`src/common/fpm_defines.svh`:
```
/*
 Front-panel mode control: timing counts, sizes and button bit positions as macros.
 Assumes a 200 MHz mclk_i; included by the design modules.
*/
`ifndef FPM_DEFINES_SVH
`define FPM_DEFINES_SVH

`define FPM_CLK_MHZ           200
`define FPM_DEBOUNCE_US       10
`define FPM_DEBOUNCE_CYC      (`FPM_DEBOUNCE_US * `FPM_CLK_MHZ)
`define FPM_MAX_FORMULAS      30
`define FPM_OUT_GROUP         12
`define FPM_DISP_LINES        2
`define FPM_DISP_CHARS        20
`define FPM_NUM_BUTTONS       8
`define FPM_MENU_ITEMS        8

// Button bit positions
`define FPM_BTN_START         0
`define FPM_BTN_UP            1
`define FPM_BTN_DOWN          2
`define FPM_BTN_NEXT          3
`define FPM_BTN_CANCEL        4
`define FPM_BTN_MANUAL        5
`define FPM_BTN_TERM          6
`define FPM_BTN_UNLOCK        7

`endif

```
`src/common/fpm_pkg.sv`:
```
/*
 Front-panel mode control types: operating modes and display pages.
 Assumes fpm_defines.svh is on the include path.
*/
package fpm_pkg;

   typedef enum logic [1:0] {
      FPM_MODE_RUN,
      FPM_MODE_MANUAL,
      FPM_MODE_PROG
   } fpm_mode_t;

   typedef enum logic [3:0] {
      FPM_PG_FORMULA,
      FPM_PG_RUNNING,
      FPM_PG_INPUTS,
      FPM_PG_OUTS_LO,
      FPM_PG_OUTS_HI,
      FPM_PG_LEVEL,
      FPM_PG_MENU,
      FPM_PG_DATECODE,
      FPM_PG_PROG
   } fpm_page_t;

endpackage : fpm_pkg

```
`src/hw/fpm_debounce.sv`:
```
/*
 Debouncer for the push-buttons: two-flop synchroniser, then a stability
 counter per button. Assumes raw, active-high buttons from panel pins.
*/
`timescale 1ns/10ps
`default_nettype none
`include "fpm_defines.svh"

module fpm_debounce
   import fpm_pkg::*;
#(
   parameter int N   = `FPM_NUM_BUTTONS,
   parameter int CYC = `FPM_DEBOUNCE_CYC
) (
   input  wire logic         mclk_i,
   input  wire logic         reset_n_i,
   input  wire logic [N-1:0] raw_i,
   output logic      [N-1:0] held_o,
   output logic      [N-1:0] press_o
);

   localparam int CW = $clog2(CYC + 1);

   typedef struct packed {
      logic [N-1:0]        s1;
      logic [N-1:0]        s2;
      logic [N-1:0]        held;
      logic [N-1:0]        press;
      logic [N-1:0][CW-1:0] cnt;
   } fpm_db_t;

   fpm_db_t st_q, st_d;

   always_comb begin
      st_d       = st_q;
      st_d.s1    = raw_i;
      st_d.s2    = st_q.s1;
      st_d.press = '0;
      for (int i = 0; i < N; i++) begin
         if (st_q.s2[i] == st_q.held[i]) begin
            st_d.cnt[i] = '0;
         end else if (st_q.cnt[i] == CW'(CYC - 1)) begin
            st_d.cnt[i]   = '0;
            st_d.held[i]  = st_q.s2[i];
            st_d.press[i] = st_q.s2[i];
         end else begin
            st_d.cnt[i] = st_q.cnt[i] + CW'(1);
         end
      end
   end

   always_ff @(posedge mclk_i or negedge reset_n_i) begin
      if (!reset_n_i) begin
         st_q <= '0;
      end else begin
         st_q <= st_d;
      end
   end

   assign held_o  = st_q.held;
   assign press_o = st_q.press;
endmodule : fpm_debounce
`default_nettype wire

```
`src/hw/fpm_panel.sv`:
```
/*
 Front-panel mode control for a washer-extractor: run, manual and program
 mode handling of buttons, lights, buzzer and display page selection.
 Assumes the sequencer reports run state and takes start/stop/resume pulses.
 // Function
 // - Start runs formula only with power, door closed
 // - Start held plus up shows inputs
 // - Run light on start, off after coast
 // - Down selects lower formula, 01 wraps highest
 // - Up selects next higher stored formula
 // - Manual held: down upper outputs, up lower
 // - Display is two lines of twenty chars
 // - Cancel+manual+next shows pressure and level
 // - Buzzer on completion, cancel silences it
 // - Signal step pauses until cancel pressed
 // - Signal light follows buzzer
 // - Manual ignored while running; idle enters manual
 // - Terminate cancels formula, starts shutdown, unresumable
 // - Unlock unlocks; held motion stops on release
 // - Manual+start activates item; both shows datecode
 // - Manual mode ignores keyswitch; shown in inputs
 // - Manual: next, cancel dead; lights off
 // - Manual menu down descends, up ascends
 // - Terminate in manual clears outputs, leaves
 // - Program mode by key; start+next/terminate edit
 // - Program: down lower, up higher, next confirms
 // - Program terminate to menu unless locked
 // - Program: cancel, manual, unlock ignored; lights off
*/
`timescale 1ns/10ps
`default_nettype none
`include "fpm_defines.svh"

module fpm_panel
   import fpm_pkg::*;
#(
   parameter int NF       = `FPM_MAX_FORMULAS,
   parameter int DB_CYC   = `FPM_DEBOUNCE_CYC,
   parameter int NMENU    = `FPM_MENU_ITEMS
) (
   input  wire logic         mclk_i,
   input  wire logic         reset_n_i,
   input  wire logic [7:0]   buttons_i,
   input  wire logic         key_prog_i,
   input  wire logic         power_ok_i,
   input  wire logic         door_closed_i,
   input  wire logic [NF-1:0] formula_valid_i,
   input  wire logic         seq_running_i,
   input  wire logic         seq_done_i,
   input  wire logic         seq_coast_done_i,
   input  wire logic         seq_signal_step_i,
   input  wire logic         door_unlocked_i,
   input  wire logic         edit_locked_i,
   output logic              formula_start_o,
   output logic              formula_stop_o,
   output logic              formula_resume_o,
   output logic [4:0]        formula_sel_o,
   output logic              run_light_o,
   output logic              signal_light_o,
   output logic              buzzer_o,
   output logic              door_unlock_o,
   output logic              motion_enable_o,
   output logic [1:0]        mode_o,
   output logic [3:0]        page_o,
   output logic [2:0]        menu_item_o,
   output logic              menu_activate_o,
   output logic              manual_clear_o,
   output logic              step_delete_o,
   output logic              step_insert_o,
   output logic              prog_down_o,
   output logic              prog_up_o,
   output logic              prog_confirm_o,
   output logic              key_sign_o,
   output logic [4:0]        disp_rows_o,
   output logic [4:0]        disp_cols_o
);

   ////////////////////////////////////////////////////////////////////////
   // Button conditioning

   logic [7:0] held, press;

   fpm_debounce #(
      .N   (8),
      .CYC (DB_CYC)
   ) u_db (
      .mclk_i    (mclk_i),
      .reset_n_i (reset_n_i),
      .raw_i     (buttons_i),
      .held_o    (held),
      .press_o   (press)
   );

   typedef struct packed {
      logic [1:0] ks;          // Keyswitch synchroniser
      logic [1:0] dr;          // Door-closed synchroniser
      logic [1:0] pw;          // Power synchroniser
      fpm_mode_t  mode;
      fpm_page_t  page;
      logic [4:0] sel;
      logic [2:0] item;
      logic       run_light;
      logic       stopped;     // Operator stopped, wait for unlock
      logic       buzz;
      logic       paused;
      logic       start, stop, resume, act, clr, del, ins, dn, up, cf;
      logic       unlock;
      logic       motion;
   } fpm_st_t;

   fpm_st_t st_q, st_d;

   // Next/previous valid formula with wrap, one generate-free scan
   function automatic logic [4:0] step_sel(input logic [4:0] cur,
                                           input logic [NF-1:0] v,
                                           input logic dir_up);
      logic [4:0] r;
      logic [4:0] k;
      r = cur;
      k = cur;
      for (int i = 0; i < NF; i++) begin
         if (dir_up) begin
            k = (k == 5'(NF - 1)) ? 5'h00 : k + 5'h01;
         end else begin
            k = (k == 5'h00) ? 5'(NF - 1) : k - 5'h01;
         end
         if (v[k] && r == cur) begin
            r = k;
         end
      end
      return r;
   endfunction : step_sel

   ////////////////////////////////////////////////////////////////////////
   // Mode and button decoding

   logic b_st, b_up, b_dn, b_nx, b_cn, b_mn, b_tm, b_ul;
   assign b_st = press[`FPM_BTN_START];
   assign b_up = press[`FPM_BTN_UP];
   assign b_dn = press[`FPM_BTN_DOWN];
   assign b_nx = press[`FPM_BTN_NEXT];
   assign b_cn = press[`FPM_BTN_CANCEL];
   assign b_mn = press[`FPM_BTN_MANUAL];
   assign b_tm = press[`FPM_BTN_TERM];
   assign b_ul = press[`FPM_BTN_UNLOCK];

   logic h_st, h_mn, h_cn, h_nx, h_ul;
   assign h_st = held[`FPM_BTN_START];
   assign h_mn = held[`FPM_BTN_MANUAL];
   assign h_cn = held[`FPM_BTN_CANCEL];
   assign h_nx = held[`FPM_BTN_NEXT];
   assign h_ul = held[`FPM_BTN_UNLOCK];

   always_comb begin
      st_d        = st_q;
      st_d.ks     = {st_q.ks[0], key_prog_i};
      st_d.dr     = {st_q.dr[0], door_closed_i};
      st_d.pw     = {st_q.pw[0], power_ok_i};
      st_d.start  = 1'b0;
      st_d.stop   = 1'b0;
      st_d.resume = 1'b0;
      st_d.act    = 1'b0;
      st_d.clr    = 1'b0;
      st_d.del    = 1'b0;
      st_d.ins    = 1'b0;
      st_d.dn     = 1'b0;
      st_d.up     = 1'b0;
      st_d.cf     = 1'b0;
      st_d.unlock = 1'b0;
      st_d.motion = 1'b0;
      case (st_q.mode)
         FPM_MODE_RUN: begin
            if (st_q.ks[1]) begin
               st_d.mode = FPM_MODE_PROG;
               st_d.page = FPM_PG_PROG;
            end else if (!seq_running_i && !st_q.run_light) begin
               if (b_st && st_q.pw[1] && st_q.dr[1]) begin
                  st_d.start     = 1'b1;
                  st_d.run_light = 1'b1;
                  st_d.page      = FPM_PG_RUNNING;
               end else if (b_up && h_st) begin
                  st_d.page = FPM_PG_INPUTS;
               end else if (b_dn && h_mn) begin
                  st_d.page = FPM_PG_OUTS_HI;
               end else if (b_up && h_mn) begin
                  st_d.page = FPM_PG_OUTS_LO;
               end else if (b_dn) begin
                  st_d.sel  = step_sel(st_q.sel, formula_valid_i, 1'b0);
                  st_d.page = FPM_PG_FORMULA;
               end else if (b_up) begin
                  st_d.sel  = step_sel(st_q.sel, formula_valid_i, 1'b1);
                  st_d.page = FPM_PG_FORMULA;
               end else if (b_mn && st_q.page == FPM_PG_FORMULA && !h_cn) begin
                  st_d.mode = FPM_MODE_MANUAL;
                  st_d.page = FPM_PG_MENU;
                  st_d.item = 3'h0;
               end
            end else if (b_tm && seq_running_i) begin
               st_d.stop    = 1'b1;
               st_d.stopped = 1'b1;
               st_d.paused  = 1'b0;
            end
            // Level view is the one manual use allowed while running
            if ((b_cn || b_mn || b_nx) && h_cn && h_mn && h_nx) begin
               st_d.page = FPM_PG_LEVEL;
            end else if (b_cn) begin
               st_d.buzz = 1'b0;
               if (st_q.paused) begin
                  st_d.paused = 1'b0;
                  st_d.resume = 1'b1;
               end
            end
            if (seq_signal_step_i && !st_q.paused) begin
               st_d.paused = 1'b1;
               st_d.buzz   = 1'b1;
            end
            if (seq_done_i) begin
               st_d.buzz = 1'b1;
            end
            if (st_q.run_light && seq_coast_done_i
                && (!st_q.stopped || door_unlocked_i)) begin
               st_d.run_light = 1'b0;
               st_d.stopped   = 1'b0;
               st_d.page      = FPM_PG_FORMULA;
            end
            st_d.unlock = b_ul;
            st_d.motion = h_ul;
         end
         FPM_MODE_MANUAL: begin
            st_d.buzz   = 1'b0;
            st_d.paused = 1'b0;
            if (b_tm) begin
               st_d.clr  = 1'b1;
               st_d.mode = st_q.ks[1] ? FPM_MODE_PROG : FPM_MODE_RUN;
               st_d.page = st_q.ks[1] ? FPM_PG_PROG : FPM_PG_FORMULA;
            end else if ((b_st && h_mn) || (b_mn && h_st)) begin
               st_d.act  = 1'b1;
               st_d.page = (b_st && b_mn) || (st_q.item == 3'h0)
                           ? FPM_PG_DATECODE : FPM_PG_MENU;
            end else if (b_dn) begin
               st_d.item = (st_q.item == 3'h0) ? 3'(NMENU - 1)
                           : st_q.item - 3'h1;
            end else if (b_up) begin
               st_d.item = (st_q.item == 3'(NMENU - 1)) ? 3'h0
                           : st_q.item + 3'h1;
            end
            st_d.unlock = b_ul;
            st_d.motion = h_ul;
         end
         FPM_MODE_PROG: begin
            st_d.buzz   = 1'b0;
            st_d.paused = 1'b0;
            // A run left lit by a key turn mid-formula goes dark here
            st_d.run_light = 1'b0;
            st_d.stopped   = 1'b0;
            if (!st_q.ks[1]) begin
               st_d.mode = FPM_MODE_RUN;
               st_d.page = FPM_PG_FORMULA;
            end else if (b_nx && h_st) begin
               st_d.del = 1'b1;
            end else if (b_tm && h_st) begin
               st_d.ins = 1'b1;
            end else if (b_tm && !edit_locked_i) begin
               st_d.page = FPM_PG_PROG;
               st_d.item = 3'h0;
            end else if (b_dn) begin
               st_d.dn = 1'b1;
            end else if (b_up) begin
               st_d.up = 1'b1;
            end else if (b_nx) begin
               st_d.cf = 1'b1;
            end
         end
         default: begin
            st_d.mode = FPM_MODE_RUN;
         end
      endcase
   end

   always_ff @(posedge mclk_i or negedge reset_n_i) begin
      if (!reset_n_i) begin
         st_q <= '{mode: FPM_MODE_RUN, page: FPM_PG_FORMULA, default: '0};
      end else begin
         st_q <= st_d;
      end
   end

   ////////////////////////////////////////////////////////////////////////
   // Outputs, all from the state register except the fixed display size

   assign formula_start_o  = st_q.start;
   assign formula_stop_o   = st_q.stop;
   assign formula_resume_o = st_q.resume;
   assign formula_sel_o    = st_q.sel;
   assign run_light_o      = st_q.run_light;
   assign signal_light_o   = st_q.buzz;
   assign buzzer_o         = st_q.buzz;
   assign door_unlock_o    = st_q.unlock;
   assign motion_enable_o  = st_q.motion;
   assign mode_o           = st_q.mode;
   assign page_o           = st_q.page;
   assign menu_item_o      = st_q.item;
   assign menu_activate_o  = st_q.act;
   assign manual_clear_o   = st_q.clr;
   assign step_delete_o    = st_q.del;
   assign step_insert_o    = st_q.ins;
   assign prog_down_o      = st_q.dn;
   assign prog_up_o        = st_q.up;
   assign prog_confirm_o   = st_q.cf;
   assign key_sign_o       = st_q.ks[1];
   assign disp_rows_o      = 5'(`FPM_DISP_LINES);
   assign disp_cols_o      = 5'(`FPM_DISP_CHARS);
endmodule : fpm_panel
`default_nettype wire

```
`config.mk`:
```
export PLATFORM = sky130hd
export DESIGN_NAME = fpm_panel
export DESIGN_NICKNAME = d
export VERILOG_FILES = /design/src/common/fpm_pkg.sv /design/src/hw/fpm_debounce.sv /design/src/hw/fpm_panel.sv
export VERILOG_INCLUDE_DIRS = /design/src /design/src/common
export SDC_FILE = /design/constraint.sdc
export NUM_CORES = 2
export LEC_CHECK = 0
export BUFFER_PORTS_ARGS = -buffer_cell sky130_fd_sc_hd__buf_2
export CAP_MARGIN = 20
export CELL_PAD_IN_SITES_DETAIL_PLACEMENT = 1
export CELL_PAD_IN_SITES_GLOBAL_PLACEMENT = 2
export CORE_ASPECT_RATIO = 1.5
export CORE_UTILIZATION = 40
export DETAILED_ROUTE_END_ITERATION = 12
export HOLD_SLACK_MARGIN = 0.08
export PLACE_DENSITY = 0.92
export REMOVE_ABC_BUFFERS = 1
export SLEW_MARGIN = 20
export SYNTH_ARGS = -nofsm -noshare
export SYNTH_HDL_FRONTEND = slang
export SYNTH_SLANG_ARGS = --single-unit
```
`constraint.sdc`:
```
create_clock -name mclk_i -period 86.4 [get_ports mclk_i]
set_input_delay 4.32 -clock mclk_i [delete_from_list [all_inputs] [get_ports mclk_i]]
set_output_delay 4.32 -clock mclk_i [all_outputs]
set_load 0.03 [all_outputs]
```
==> flow_metrics.py <==
metrics = {
    "setup_path": {
        "crit_family": "simple AND/OR/NAND/NOR gates",
        "rr_endpoint": "formula_sel_o[2]$_DFFE_PN0P_",
        "critical_path_buf_inv_count": 46,
        "critPathMaxFanout": 32,
        "rr_startpoint": "formula_sel_o[1]$_DFFE_PN0P_",
        "reg2reg_slack_ns": 46.65,
        "criticalPathCategory": "reg2reg",
        "endpoint_kind": "register",
        "worst_path_largest_cell_delay_ns": 0.84,
        "startpoint_type": "register",
        "critical_path_required_ns": 86.73,
        "arrival_ns": 40.08,
        "crit_top_cell": "ha_1",
        "reg2regPathDepth": 144,
        "slowest_stage": "nor2_2",
    },
    "hold_path": {
        "min_to": "u_db.st_q[108]$_DFF_PN0_",
        "holdPathStages": 0,
        "min-delay-start": "u_db.st_d[108]$_DFF_PN0_",
        "min_path_type": "reg2reg",
    },
    "die": {
        "std_cell_rows": 152,
        "start_util_pct": 40.4,
        "ios": 89,
        "die_x_um": 280,
        "die_h_um": 419,
        "core_area_sq_um": 115000,
        "die_area_sq_um": 117000,
    },
    "routing": {
        "wire_per_inst_um": 29.6,
        "via_per_inst": 7.12,
        "first_pass_iters": 6,
        "routed.top_layer": "met5",
        "routed_wl_mm": 232,
        "met2WireLength_mm": 105,
        "wl_met3_mm": 19.6,
        "drc": 0,
        "drt_iter0_drc": 4732,
        "vias": 55800,
        "antenna_left": 0,
        "wl_met1_mm": 81.2,
    },
    "timing": {
        "finalSetupTns_ns": 0,
        "max_freq_ghz": 0.0252,
        "min_period_ns": 39.75,
        "period_share_pct": 46.0,
        "relSlewSlack_pct": 27.3,
        "whs_ns": 0.341,
        "max_slew.worst_pin.slew_ns": 1.06,
        "rsz0062_at_grt": "false",
        "slew_viol_final": 0,
        "clock_skew_ns": 0.0108,
        "hold_viol": 0,
        "finalSetupViolCount": 0,
    },
    "synthesis": {
        "syn-instance-count": 6641,
        "synth_top_flop_cell": "dfrtp_1",
        "synth.distinct_cells": 149,
        "syn_avg_cell_area_sq_um": 6.98,
        "ys_seq_area_share_pct": 8.42,
        "yosysWarnings": 0,
        "syn-cell-area_sq_um": 46400,
        "synth_edf_count": 0,
        "async_reset_ff_share_pct": 100,
        "ys_ff_latch": 156,
    },
    "clock_network": {
        "root_buffer": "clkbuf_16",
        "cts-buffers-inserted": 17,
        "worstSkewPairLatency_ns": 0.44,
        "clock_sinks": 156,
        "clockBufferDepth": 2,
        "clk_pin_slew_ns": 0.07,
        "cts_tree": "yes",
        "post_cts_resized": 0,
        "post_cts_buffers": 0,
        "cts-hold-fix-buffers": 0,
        "htreeDepth": 4,
    },
    "outcome": {
        "status": "finished, final reports clean",
    },
    "global_routing": {
        "antenna_found_initial": 10,
        "grt_start_max_net_pins": 97,
        "grtUsageTotal_pct": 38.3,
        "grt_pass1_vias": 56400,
        "grt_pass1_wl_mm": 347,
        "grt-ovfl-total": 0,
    },
    "place": {
        "place.gp.congestion": 1.01,
        "dp_hpwl_mm": 161,
        "io_buffers": 78,
    },
    "power_and_ir_drop": {
        "ir_drop_v": 0.0000172,
        "powerDensity_nw_per_um2": 8.93,
        "p_leak_nw": 18.8,
    },
    "flow_run": {
        "drv_cap": 0,
    },
    "finish": {
        "syn_to_final_growth_pct": 2.65,
        "fin_nets": 6470,
        "fillCellCount": 14700,
        "finish.utilization_pct": 41.5,
        "drive_gt1_share_pct": 11.0,
    },
}
## layout make-up
type / count / area (sq um) / share of cell area [%]
Timing Repair Buffer: 249 / 1800 / 3.78
Clock inverter: 15 / 129 / 0.271
Multi-Input combinational cell: 5673 / 38600 / 81.2
Tap cell: 1540 / 1930 / 4.05
Inverter: 190 / 723 / 1.52
Antenna cell: 6 / 15.0 / 0.0316
Clock buffer: 17 / 425 / 0.894
Sequential cell: 156 / 3920 / 8.24
## cells by family after synthesis
| group | count (synthesis) | share of synthesized area, % |
|---|---|---|
| other cells | 2 | 0.0162 |
| mux | 561 | 14.2 |
| compound gates | 2125 | 33.4 |
| xor+xnor | 306 | 5.93 |
| buf+inv | 820 | 8.49 |
| fa+ha+maj | 135 | 3.64 |
| simple gates | 2536 | 25.9 |
| flops | 156 | 8.42 |
## worst max-delay path by stage
stage / to / slack (ns) / cells after the start / from
2_1_floorplan: formula_sel_o[0]$_DFFE_PN0P_ / 38.82 / 134 / formula_sel_o[0]$_DFFE_PN0P_
3_3_place_gp: formula_sel_o[2]$_DFFE_PN0P_ / 47.86 / 144 / formula_sel_o[1]$_DFFE_PN0P_
3_5_place_dp: formula_sel_o[2]$_DFFE_PN0P_ / 46.01 / 144 / formula_sel_o[1]$_DFFE_PN0P_
4_1_cts: formula_sel_o[0]$_DFFE_PN0P_ / 45.86 / 145 / formula_sel_o[1]$_DFFE_PN0P_
6_report: formula_sel_o[2]$_DFFE_PN0P_ / 46.65 / 144 / formula_sel_o[1]$_DFFE_PN0P_
5_1_grt: formula_sel_o[0]$_DFFE_PN0P_ / 43.53 / 145 / formula_sel_o[1]$_DFFE_PN0P_
## state kept, by name (all words and copies together) (netlist names), 2 cells and up
| register | flops |
|---|---|
| page_o | 4 |
| u_db.held_o | 8 |
| st_d | 3 |
| formula_sel_o | 5 |
| u_db.press_o | 8 |
| u_db.st_d | 8 |
| u_db.st_q | 96 |
| mode_o | 2 |
| menu_item_o | 3 |
| st_q | 4 |
## layout by cell type, fill, tap and decap left out, types with 65 or more instances in the layout
| cell type | n |
|---|---|
| xnor2_1 | 235 |
| a31oi_1 | 117 |
| buf_4 | 183 |
| and3_1 | 132 |
| and2_1 | 79 |
| a311oi_1 | 89 |
| nand3_1 | 245 |
| nor2_1 | 633 |
| mux4_2 | 68 |
| dfrtp_1 | 151 |
| nand4_1 | 73 |
| a21oi_1 | 388 |
| a211oi_1 | 248 |
| o21ai_0 | 270 |
| o211ai_1 | 192 |
| ha_1 | 134 |
| mux2_2 | 79 |
| nor3_1 | 139 |
| xor2_1 | 65 |
| nand2_1 | 872 |
| inv_1 | 135 |
| mux2i_1 | 405 |
## per-stage QoR
step / instances / area [sq um] / setup slack, ns / power, mW
after floorplan: 6019 / 43200 / 38.82 / 0.254
after global placement: 7807 / 47000 / 47.86 / 0.337
after detailed placement: 7807 / 47000 / 46.01 / 0.344
after CTS: 7839 / 47500 / 45.86 / 0.417
after global routing: 7843 / 47600 / 43.53 / 0.443
final: 7846 / 47600 / 46.65 / 0.425
## Yosys cell counts, types with 42 or more instances
master / number / area [sq um]
nand2_1: 872 / 3270
nor2_1: 637 / 2390
mux2i_1: 405 / 4050
clkbuf_1: 398 / 1490
a21oi_1: 391 / 1960
o21ai_0: 271 / 1360
a211oi_1: 248 / 1860
nand3_1: 245 / 1230
xnor2_1: 235 / 2060
o211ai_1: 192 / 1440
dfrtp_1: 156 / 3900
inv_1: 148 / 556
nor3_1: 139 / 696
ha_1: 134 / 1680
and3_1: 132 / 826
a31oi_1: 121 / 757
a311oi_1: 89 / 780
and2_1: 79 / 494
mux2_2: 79 / 890
nand4_1: 73 / 457
buf_6: 70 / 788
mux4_2: 68 / 1530
xor2_1: 65 / 569
buf_2: 61 / 305
buf_4: 60 / 450
or2_2: 53 / 332
o21a_1: 48 / 360
nor4_1: 47 / 294
or3_1: 47 / 294
o31ai_1: 44 / 330
o221ai_1: 43 / 377
a211o_1: 42 / 368
## where the power goes
part	internal [mW]	leakage [nW]	switching [mW]
clock network	0.0377	0.274	0.0336
registers	0.0760	2.08	0.00308
logic	0.0940	16.5	0.181
## per-layer routing
metal | track usage [%] | up-vias
met4 | 36.6 | 6
met2 | 63.1 | 2956
met5 | 0 | -
li1 | - | 24200
met1 | 40.5 | 27300
met3 | 7.70 | 1346
Power figures use the tool's default switching activity.
